<file path="src/common/cpr_consts.vh">
// cpr_consts.vh: constants of the card parameter record block
// assumes: included by bare name from the design files
`ifndef CPR_CONSTS_VH
`define CPR_CONSTS_VH

// ------------------------------------------------------------
// record field values
// ------------------------------------------------------------
`define CPR_LAYOUT_VERSION      2'h1
`define CPR_PROTOCOL_VERSION    4'h2
`define CPR_ASYNC_ACCESS_CODE   8'h0E
`define CPR_CLOCKED_ACCESS_CODE 8'h01
`define CPR_TRANSFER_RATE_CODE  8'h2A
`define CPR_CLASS_MASK          12'h0FF
`define CPR_READ_BLK_CODE       4'h9
`define CPR_WRITE_BLK_CODE      4'h9
`define CPR_PARTIAL_READ        1'h1
`define CPR_WRITE_CROSS         1'h0
`define CPR_READ_CROSS          1'h0
`define CPR_DRIVER_STAGE        1'h0

// ------------------------------------------------------------
// field positions in the 128-bit record
// ------------------------------------------------------------
`define CPR_POS_LAYOUT      126
`define CPR_POS_PROTOCOL    122
`define CPR_POS_ASYNC       112
`define CPR_POS_CLOCKED     104
`define CPR_POS_RATE        96
`define CPR_POS_CLASS       84
`define CPR_POS_READ_LEN    80
`define CPR_POS_PARTIAL     79
`define CPR_POS_WR_CROSS    78
`define CPR_POS_RD_CROSS    77
`define CPR_POS_DRIVER      76
`define CPR_POS_WRITE_LEN   22
`define CPR_POS_USER        8
`define CPR_POS_CRC         1

// ------------------------------------------------------------
// sub-field positions, limits, reset values and timing
// ------------------------------------------------------------
`define CPR_EXP_LSB         0
`define CPR_EXP_MSB         2
`define CPR_MANT_LSB        3
`define CPR_MANT_MSB        6
`define CPR_RSVD_BIT        7
`define CPR_RATE_EXP_MAX    3'h3
`define CPR_CYCLES_PER_UNIT 15'h064
`define CPR_BLK_LEN_RESET   12'h200
`define CPR_MAX_BLK_CODE    4'hB
`define CPR_USER_RESET      8'h00
`define CPR_ASYNC_TIME_NS   1000000
`define CPR_CLK_PERIOD_NS   25

`endif

</file>
<file path="src/hdl/cpr_sync.v">
// cpr_sync.v: two-flip-flop synchroniser for one level
// assumes: input comes from outside the clk_i domain
`timescale 1ns/10ps
`default_nettype none

module cpr_sync
(
    // clock and reset
    input  wire clk_i,
    input  wire arst_n_i,
    // level in and out
    input  wire d_i,
    output wire q_o
);

reg meta_r;
reg sync_r;

always @(posedge clk_i or negedge arst_n_i)
begin
    if (!arst_n_i)
    begin
        meta_r <= 1'b0;
        sync_r <= 1'b0;
    end
    else
    begin
        meta_r <= d_i;
        sync_r <= meta_r;
    end
end

assign q_o = sync_r;

endmodule
`default_nettype wire

</file>
<file path="src/hdl/cpr_record.v">
// cpr_record.v: card parameter record with transfer checks
// assumes: link clock and read strobes arrive from outside clk_i;
// the host computes total access time and sets the block length
`timescale 1ns/10ps
`include "cpr_consts.vh"
`default_nettype none

module cpr_record
#(
    parameter ADDR_W = 32
)
(
    // clock and reset
    input  wire              clk_i,
    input  wire              arst_n_i,
    // serial record readout on the link clock
    input  wire              link_clk_i,
    input  wire              rd_start_i,
    output reg               rd_bit_o,
    output reg               rd_busy_o,
    // user field programming
    input  wire              user_wr_i,
    input  wire [7:0]        user_data_i,
    input  wire [6:0]        user_crc_i,
    // block length selection
    input  wire              set_len_i,
    input  wire [11:0]       set_len_val_i,
    output reg  [11:0]       blk_len_o,
    output reg               len_err_o,
    // transfer check
    input  wire              xfer_chk_i,
    input  wire              xfer_wr_i,
    input  wire [ADDR_W-1:0] xfer_addr_i,
    output reg               xfer_ok_o,
    output reg               xfer_err_o,
    // decoded record values
    output wire [127:0]      record_o,
    output wire [14:0]       clocked_cycles_o,
    output wire [11:0]       max_read_len_o
);

// ------------------------------------------------------------
// state
// ------------------------------------------------------------
localparam ST_IDLE  = 2'b01;
localparam ST_SHIFT = 2'b10;

localparam [11:0] WR_BLK_LEN = 12'h001 << `CPR_WRITE_BLK_CODE;

reg  [1:0]  state_r;
reg  [1:0]  state_nxt;
reg  [6:0]  bit_idx_r;
reg  [6:0]  bit_idx_nxt;
reg  [7:0]  user_r;
reg  [6:0]  crc_r;
reg         link_d_r;
wire        link_s;
wire        start_s;
reg         start_d_r;
wire        link_rise;
wire        start_rise;
wire [11:0] rd_max_len;
wire [ADDR_W-1:0] last_addr;
wire [ADDR_W-1:0] wr_last;
wire [ADDR_W-1:0] len_ext;

// ------------------------------------------------------------
// synchronisers
// ------------------------------------------------------------
cpr_sync u_sync_clk
(
    .clk_i    (clk_i),
    .arst_n_i (arst_n_i),
    .d_i      (link_clk_i),
    .q_o      (link_s)
);

cpr_sync u_sync_start
(
    .clk_i    (clk_i),
    .arst_n_i (arst_n_i),
    .d_i      (rd_start_i),
    .q_o      (start_s)
);

always @(posedge clk_i or negedge arst_n_i)
begin
    if (!arst_n_i)
    begin
        link_d_r  <= 1'b0;
        start_d_r <= 1'b0;
    end
    else
    begin
        link_d_r  <= link_s;
        start_d_r <= start_s;
    end
end

assign link_rise  = link_s & ~link_d_r;
assign start_rise = start_s & ~start_d_r;

// ------------------------------------------------------------
// record assembly
// ------------------------------------------------------------
assign record_o[127:126] = `CPR_LAYOUT_VERSION;
assign record_o[125:122] = `CPR_PROTOCOL_VERSION;
assign record_o[121:120] = 2'h0;
// exponent 6 with mantissa 1, top bit clear
assign record_o[119:112] = `CPR_ASYNC_ACCESS_CODE
                           & 8'h7F;
assign record_o[111:104] = `CPR_CLOCKED_ACCESS_CODE;
assign record_o[103:96]  = `CPR_TRANSFER_RATE_CODE
                           & 8'h7F;
assign record_o[95:84]   = `CPR_CLASS_MASK;
assign record_o[83:80]   = `CPR_READ_BLK_CODE;
assign record_o[79]      = `CPR_PARTIAL_READ;
assign record_o[78]      = `CPR_WRITE_CROSS;
assign record_o[77]      = `CPR_READ_CROSS;
// no driver stage register exists, so flag stays clear
assign record_o[76]      = `CPR_DRIVER_STAGE;
assign record_o[75:74]   = 2'h0;
assign record_o[73:26]   = 48'h0;
assign record_o[25:22]   = `CPR_WRITE_BLK_CODE;
assign record_o[21:16]   = 6'h0;
assign record_o[15:8]    = user_r;
assign record_o[7:1]     = crc_r;
assign record_o[0]       = 1'b1;

// ------------------------------------------------------------
// decoded values
// ------------------------------------------------------------
assign clocked_cycles_o = `CPR_CYCLES_PER_UNIT
                          * {7'h0, `CPR_CLOCKED_ACCESS_CODE};
assign rd_max_len  = 12'h001 << `CPR_READ_BLK_CODE;
assign max_read_len_o = rd_max_len;

// ------------------------------------------------------------
// user fields
// ------------------------------------------------------------
always @(posedge clk_i or negedge arst_n_i)
begin
    if (!arst_n_i)
    begin
        user_r <= `CPR_USER_RESET;
        crc_r  <= 7'h00;
    end
    else if (user_wr_i)
    begin
        user_r <= user_data_i;
        crc_r  <= user_crc_i;
    end
end

// ------------------------------------------------------------
// block length selection
// ------------------------------------------------------------
always @(posedge clk_i or negedge arst_n_i)
begin
    if (!arst_n_i)
    begin
        blk_len_o <= `CPR_BLK_LEN_RESET;
        len_err_o <= 1'b0;
    end
    else if (set_len_i)
    begin
        // partial reads allowed: any length 1..maximum
        if (set_len_val_i != 12'h000
            && (`CPR_PARTIAL_READ ? set_len_val_i <= rd_max_len
                : set_len_val_i == rd_max_len))
        begin
            blk_len_o <= set_len_val_i;
            len_err_o <= 1'b0;
        end
        else
        begin
            len_err_o <= 1'b1;
        end
    end
end

// ------------------------------------------------------------
// boundary check
// ------------------------------------------------------------
assign len_ext   = {{(ADDR_W-12){1'b0}}, blk_len_o} - 1'b1;
assign last_addr = xfer_addr_i + len_ext;
assign wr_last   = xfer_addr_i
                   + {{(ADDR_W-12){1'b0}}, WR_BLK_LEN - 12'h001};

always @(posedge clk_i or negedge arst_n_i)
begin
    if (!arst_n_i)
    begin
        xfer_ok_o  <= 1'b0;
        xfer_err_o <= 1'b0;
    end
    else
    begin
        xfer_ok_o  <= 1'b0;
        xfer_err_o <= 1'b0;
        if (xfer_chk_i)
        begin
            if (xfer_wr_i)
            begin
                if (`CPR_WRITE_CROSS == 1'b0
                    && (wr_last[ADDR_W-1:9]
                        != xfer_addr_i[ADDR_W-1:9]))
                    xfer_err_o <= 1'b1;
                else
                    xfer_ok_o  <= 1'b1;
            end
            else
            begin
                if (`CPR_READ_CROSS == 1'b0
                    && (last_addr[ADDR_W-1:9]
                        != xfer_addr_i[ADDR_W-1:9]))
                    xfer_err_o <= 1'b1;
                else
                    xfer_ok_o  <= 1'b1;
            end
        end
    end
end

// ------------------------------------------------------------
// serial readout
// ------------------------------------------------------------
always @*
begin
    state_nxt   = state_r;
    bit_idx_nxt = bit_idx_r;
    case (state_r)
        ST_IDLE:
        begin
            if (start_rise)
            begin
                state_nxt   = ST_SHIFT;
                bit_idx_nxt = 7'h7F;
            end
        end
        ST_SHIFT:
        begin
            if (link_rise)
            begin
                if (bit_idx_r == 7'h00)
                    state_nxt = ST_IDLE;
                else
                    bit_idx_nxt = bit_idx_r - 7'h01;
            end
        end
        default:
        begin
            state_nxt = ST_IDLE;
        end
    endcase
end

always @(posedge clk_i or negedge arst_n_i)
begin
    if (!arst_n_i)
    begin
        state_r   <= ST_IDLE;
        bit_idx_r <= 7'h00;
        rd_bit_o  <= 1'b0;
        rd_busy_o <= 1'b0;
    end
    else
    begin
        state_r   <= state_nxt;
        bit_idx_r <= bit_idx_nxt;
        rd_busy_o <= (state_nxt == ST_SHIFT);
        rd_bit_o  <= (state_nxt == ST_SHIFT)
                     ? record_o[bit_idx_nxt] : 1'b0;
    end
end

endmodule
`default_nettype wire

</file>
<file path="config.mk">
export PLATFORM = sky130hd
export DESIGN_NAME = cpr_record
export DESIGN_NICKNAME = d
export VERILOG_FILES = /design/src/hdl/cpr_sync.v /design/src/hdl/cpr_record.v
export VERILOG_INCLUDE_DIRS = /design/src /design/src/common
export SDC_FILE = /design/constraint.sdc
export NUM_CORES = 1
export LEC_CHECK = 0
export BUFFER_PORTS_ARGS = -buffer_cell sky130_fd_sc_hd__buf_2
export CORE_ASPECT_RATIO = 1.1
export CORE_MARGIN = 1
export CORE_UTILIZATION = 29
export CTS_BUF_LIST = sky130_fd_sc_hd__clkbuf_4
export DETAILED_ROUTE_END_ITERATION = 16
export GPL_TIMING_DRIVEN = 0
export SLEW_MARGIN = 20
export SYNTH_ARGS = -nofsm -noshare
export SYNTH_HDL_FRONTEND = slang
export SYNTH_SLANG_ARGS = --single-unit
</file>
<file path="constraint.sdc">
create_clock -name clk_i -period 5.25 [get_ports clk_i]
set_input_delay 0.7875 -clock clk_i [delete_from_list [all_inputs] [get_ports clk_i]]
set_output_delay 0.7875 -clock clk_i [all_outputs]
set_load 0.02 [all_outputs]
</file>
### Word-level counts from Yosys, hierarchy flattened

Index checks and enable logic that the tools add are counted.

| word-level totals | value |
|---|---|
| output and inout bits | 172 |
| bits of input ports | 67 |
| flip-flop bits (word level) | 47 |
| logic and storage cells | 55 |

| cells by class | value |
|---|---|
| bitwise operators | 4 |
| order comparisons | 2 |
| muxes and demuxes | 20 |
| reductions and logical operators | 4 |
| $add $sub $neg | 4 |
| equality and inequality tests | 5 |

Operators by type and width:

| cell | number |
|---|---|
| $ne 23x23->1 | 2 |
| $add 32x32->32 | 1 |
| $add 32x9->32 const B | 1 |
| $mux 7 | 3 |
| $pmux 7 s2 | 1 |
| $sub 12x1->13 const B | 1 |
| $le 12x10->1 const B | 1 |
| $reduce_bool 12->1 | 1 |
| $mux 1 | 11 |
| $lt 7x8->1 const B | 1 |
| $bmux 1 s7 | 1 |
| $logic_not 7->1 | 1 |
| $sub 7x1->7 const B | 1 |
| $mux 2 | 3 |
| $eq 2x2->1 const B | 2 |
| $pmux 2 s2 | 1 |
| $and 1x1->1 | 2 |
| $eq 2x1->1 const B | 1 |
| $not 1->1 | 2 |
| $reduce_and 2->1 | 1 |
| $logic_and 1x1->1 | 1 |

### Longest topological paths before layout

| logic depth | value |
|---|---|
| word-level depth | 7 |
| mapped depth | 17 |

### Modules after synthesis

Synthesis repeated with hierarchy kept, for this count alone.

| second synthesis, totals | value |
|---|---|
| cells, all modules | 689 |
| area total of the unflattened synthesis | 5,691.7 µm² |

Modules (own cells, without submodules):

| module | instances | cells an instance | area each (µm²) |
|---|---|---|---|
| cpr_record | 1 | 685 | 5,591.6 |
| cpr_sync | 2 | 2 | 50.0 |

### Worst setup path after synthesis

No wires, ideal clock.

| path | value |
|---|---|
| path type | register to register |
| from | register blk_len_o[3] |
| to | register xfer_err_o |
| period minus slack after synthesis | 3.825 ns |
| arrival | 3.705 ns |
| setup slack | 1.425 ns |
| cell stages (with the launch flop) | 15 |
| required time | 5.130 ns |
| cell sequence | dfrtp_1 nor4_1 and4b_1 ha_1 clkbuf_1 a21oi_1 o21ai_1 a2111o_1 a21o_1 a31oi_1 mux2_1 nand4_1 nor3b_1 nand4_1 and3_1 |

| on the way | value |
|---|---|
| cells in the longest elaborated chain, start to end | 6 |

Ends and longest elaborated chain:

| element | RTL line | source |
|---|---|---|
| start: declaration | cpr_record.v:28 | `output reg [11:0] blk_len_o,` |
| start signal: assignment | cpr_record.v:162 | `` blk_len_o <= `CPR_BLK_LEN_RESET; `` |
| start signal: assignment | cpr_record.v:172 | `blk_len_o <= set_len_val_i;` |
| $sub 12x1->13 | cpr_record.v:185 | `assign len_ext = {{(ADDR_W-12){1'b0}}, blk_len_o} - 1'b1;` |
| $add 32x32->32 | cpr_record.v:186 | `assign last_addr = xfer_addr_i + len_ext;` |
| $ne 23x23->1 | cpr_record.v:216 | `!= xfer_addr_i[ADDR_W-1:9]))` |
| $mux 1 | cpr_record.v:214 | `` if (`CPR_READ_CROSS == 1'b0 `` |
| $mux 1 | cpr_record.v:203 | `if (xfer_wr_i)` |
| $mux 1 | cpr_record.v:201 | `if (xfer_chk_i)` |
| end signal: assignment | cpr_record.v:200 | `xfer_err_o <= 1'b0;` |
| end signal: assignment | cpr_record.v:208 | `xfer_err_o <= 1'b1;` |
| end signal: assignment | cpr_record.v:217 | `xfer_err_o <= 1'b1;` |
| end: declaration | cpr_record.v:35 | `output reg xfer_err_o,` |

No other way between the ends.
A chain may end at the register's enable or synchronous reset.

### Final worst setup path

| path | value |
|---|---|
| from | register blk_len_o[5] |
| to | register xfer_err_o |

Same word-level chain as after synthesis.

==> out/metrics.csv <==
stage;metric;value;unit
sta;fin worst setup slack;530;ps
synthesis;YS warnings;0;
clock_tree;clk slew on worst S/H paths;150;ps
sta;setup violators final;0;
setup_path;Max FO, Critical Path;22;
clock_tree;H-tree Lvls;2;
placed_design;Post-DP Area;6820;um^2
synthesis;largest area contributor in the netlist;dfrtp_1;
floorplan;Core Region;18500;um^2
sta;fin crit share;89.9;%
setup_path;CP required;5520;ps
placed_design;I/O Buffers;96;
floorplan;Die Span Y;147;um
sta;worst rel slew slack;34.0;%
floorplan;Site Rows;52;
clock_tree;Hold Buf Count CTS;0;
setup_path;slowest CP cell;and4b_1;
finish;final cell count without fillers;1145;
synthesis;average cell area after synthesis;8.35;um^2
floorplan;I/O pin cnt;239;
pwr;Max IR drop VDD;0.000169;V
clock_tree;clk root buf;clkbuf_4;
clock_tree;post_cts resized;0;
placed_design;Detailed Place HPWL;11300;um
placed_design;Placer Congestion;0.914;
routing;DRC Markers;0;
synthesis;Area contributors post-synth;dfrtp_1, buf_4, ha_1;
synthesis;Synth Register Bits;47;
synthesis;EDFF count, synth;0;
clock_tree;CTS buffer count;5;
sta;fmax;212;MHz
synthesis;Distinct cells, synth;73;
grt;initial antenna violation count;1;
pwr;Clock power frac;12.6;%
sta;Final Hold Vio Count;0;
pwr;Leak;3.55;nW
floorplan;Die Wd;133;um
routing;DR vias;4975;
routing;drt total wl;13700;um
setup_path;worst setup path start;blk_len_o[5]$_DFFE_PN0P_;
finish;# diodes;0;
grt;maximum number of pins on one net before global-route repair;48;
sta;Fin Setup TNS;0;ps
run_status;status;completed;
sta;final-report max-slew violation count;0;
placed_design;Place WS;558;ps
hold_path;min-delay src;u_sync_start.meta_r$_DFF_PN0_;
floorplan;Initial Util;29.8;%
synthesis;post-synthesis sequential area ratio;21.4;%
placed_design;Placed Cells;1137;
pwr;Gate power share;59.8;%
finish;Area growth syn-to-layout;25.2;%
finish;share of cells above drive strength 1;31.9;%
grt;vias in the first global route;4353;
pwr;P per Cell Area;263;nW/um^2
pwr;Net Switching;0.838;mW
grt;Overflow after GRT;0;
clock_tree;Worst-Skew Late Latency;370;ps
routing;starting DRC count in detailed routing;210;
synthesis;Mapped Cells;660;
routing;Detail Route Antenna Nets;0;
setup_path;critical path's top delay family;simple AND/OR/NAND/NOR gates;
clock_tree;TritonCTS sink count;47;
synthesis;share of the synthesized area in the top cell type;20.4;%
grt;first-pass GRT wire length;21800;um
sta;clk_skew;9.79;ps
setup_path;critical-path cell list;nor4_1 > and4b_1 > ha_1 > a21oi_1 > o211ai_1 > and3_1 > o31ai_1 > o21ai_1 > a21oi_1 > xnor2_1 > nor3_1 > nand4_1 > and3_1;
grt;Tot GR Track Use;13.5;%
run;# Max-Cap Violations;0;
routing;drt wl/cell;12.0;um
routing;DR pass1 iterations;4;
setup_path;CP Buf/Inv Count;0;
pwr;switch share;46.1;%
floorplan;DIE AREA;19600;um^2
hold_path;worst min path class;reg -> reg;
setup_path;FF-to-FF Start;blk_len_o[5]$_DFFE_PN0P_;
finish;Nets;1008;
clock_tree;CTS tree;built;
routing;Vias/cell;4.34;
clock_tree;CTS max path bufs;2;
synthesis;post-synthesis instance area;5510;um^2
sta;worst slew pin tran;989;ps
finish;Post-Route Utilization;37.3;%
synthesis;async set-or-reset flop fraction in the synthesized netlist;100;%
clock_tree;post-CTS setup buffers;0;
finish;post-route cell area;6900;um^2
setup_path;Setup crit end kind;flip-flop;
setup_path;slowest stage delay, CP;940;ps
pwr;Int Pwr;0.979;mW
setup_path;worst setup path category;reg -> reg;
synthesis;Synth Flop Type;dfrtp_1;
pwr;Sequential Power Share;27.6;%
sta;time the worst path needs with I/O delays and setup;4720;ps
sta;RSZ-0062 raised after global routing;false;
setup_path;WP data arrival;4990;ps
setup_path;startpoint types;flip-flop;
cells in the mapped netlist (11+ instances only):
cell,count
xor2_1,17
dfrtp_1,45
o21ai_1,11
ha_1,40
mux2_2,25
nor2_1,44
nand2_1,46
buf_4,140
inv_1,16
a21oi_1,47
o21ai_0,13
nor4_1,14
nor3_1,19
xnor2_1,21
cell families (layout without fill, tap and decap cells):
logic type	after synthesis	after routing	synth area share [%]
AND/OR/NAND/NOR	179	179	16.1
buffers and inverters	170	274	21.2
AO/OA/AOI/OAI	149	149	18.4
flip-flops	47	47	21.4
adder cells (fa/ha/maj)	40	40	9.08
XOR/XNOR	38	38	6.04
multiplexers	35	35	7.65
other	2	140	0.136
through the flow:
step / power, mW / hold WS (ps)
2_1_floorplan: 1.34 / 331
3_3_place_gp: 1.58 / 333
3_5_place_dp: 1.58 / 350
4_1_cts: 1.81 / 387
5_1_grt: 1.97 / 410
6_report: 1.82 / 387
state kept, by name (all words and copies together) (netlist names), 2 cells and up:
| register | flops |
|---|---|
| crc_r | 7 |
| user_r | 8 |
| state_r | 2 |
| bit_idx_r | 7 |
| blk_len_o | 12 |
worst paths after layout:
path | to | slack, ps | cells after the start
setup / recovery | xfer_err_o$_DFF_PN0_ | 530 | 13
setup reg to reg | xfer_err_o$_DFF_PN0_ | 530 | 13
max in group asynchronous | state_r[0]$_DFF_PN1_ | 4440 | 1
min in group asynchronous | rd_bit_o$_DFF_PN0_ | 400 | 1
hold reg to reg | u_sync_start.q_o$_DFF_PN0_ | 390 | 0
hold / removal | u_sync_start.q_o$_DFF_PN0_ | 390 | 0
layer usage:
metal  vias to the layer above  global-route usage (%)  part of all wire [%]
li1                       2575                       -                     -
met1                      2177                    18.8                    47
met2                       206                    21.6                    44
met3                        15                    2.01                   7.3
met4                         2                    3.47                   1.2
met5                         -                       0                 0.088
worst reg2reg max path, stage by stage, from the launching register on:
cell      delay, ps
dfrtp_1         460
nor4_1          490
and4b_1         940
ha_1            450
a21oi_1         430
o211ai_1        170
and3_1          240
o31ai_1         370
o21ai_1         110
a21oi_1         200
xnor2_1          90
nor3_1          290
nand4_1         160
and3_1          210
layout by cell type, fill, tap and decap left out, types with 7 or more instances in the layout:
cell and n:
a21oi_1 47, and2_1 7, buf_2 97, buf_4 141, clkbuf_1 9, conb_1 140, dfrtp_1 45, ha_1 40
inv_1 16, mux2_2 25, nand2_1 46, nand3_1 7, nand4_1 9, nor2_1 44, nor3_1 19, nor4_1 14
o21a_1 9, o21ai_0 13, o21ai_1 11, xnor2_1 21, xor2_1 17
cell type report:
type	instances	area, um^2
Buffer	151	1090
Clock buffer	6	45.0
Clock inverter	2	37.5
Fill cell	1915	11600
Inverter	19	71.3
Multi-Input combinational cell	581	3690
Sequential cell	47	1180
Tap cell	243	304
Timing Repair Buffer	96	483
power groups by stage:
| stage | sequential, mW | combinational [mW] | clock [mW] |
|---|---|---|---|
| final | 0.502 | 1.09 | 0.229 |
| after global placement | 0.509 | 1.07 | 0 |
| after detailed placement | 0.509 | 1.07 | 0 |
| after floorplan | 0.529 | 0.812 | 0 |
| after CTS | 0.502 | 1.08 | 0.232 |
| after global routing | 0.516 | 1.20 | 0.251 |
No activity file was read; power rests on OpenSTA's default activity.
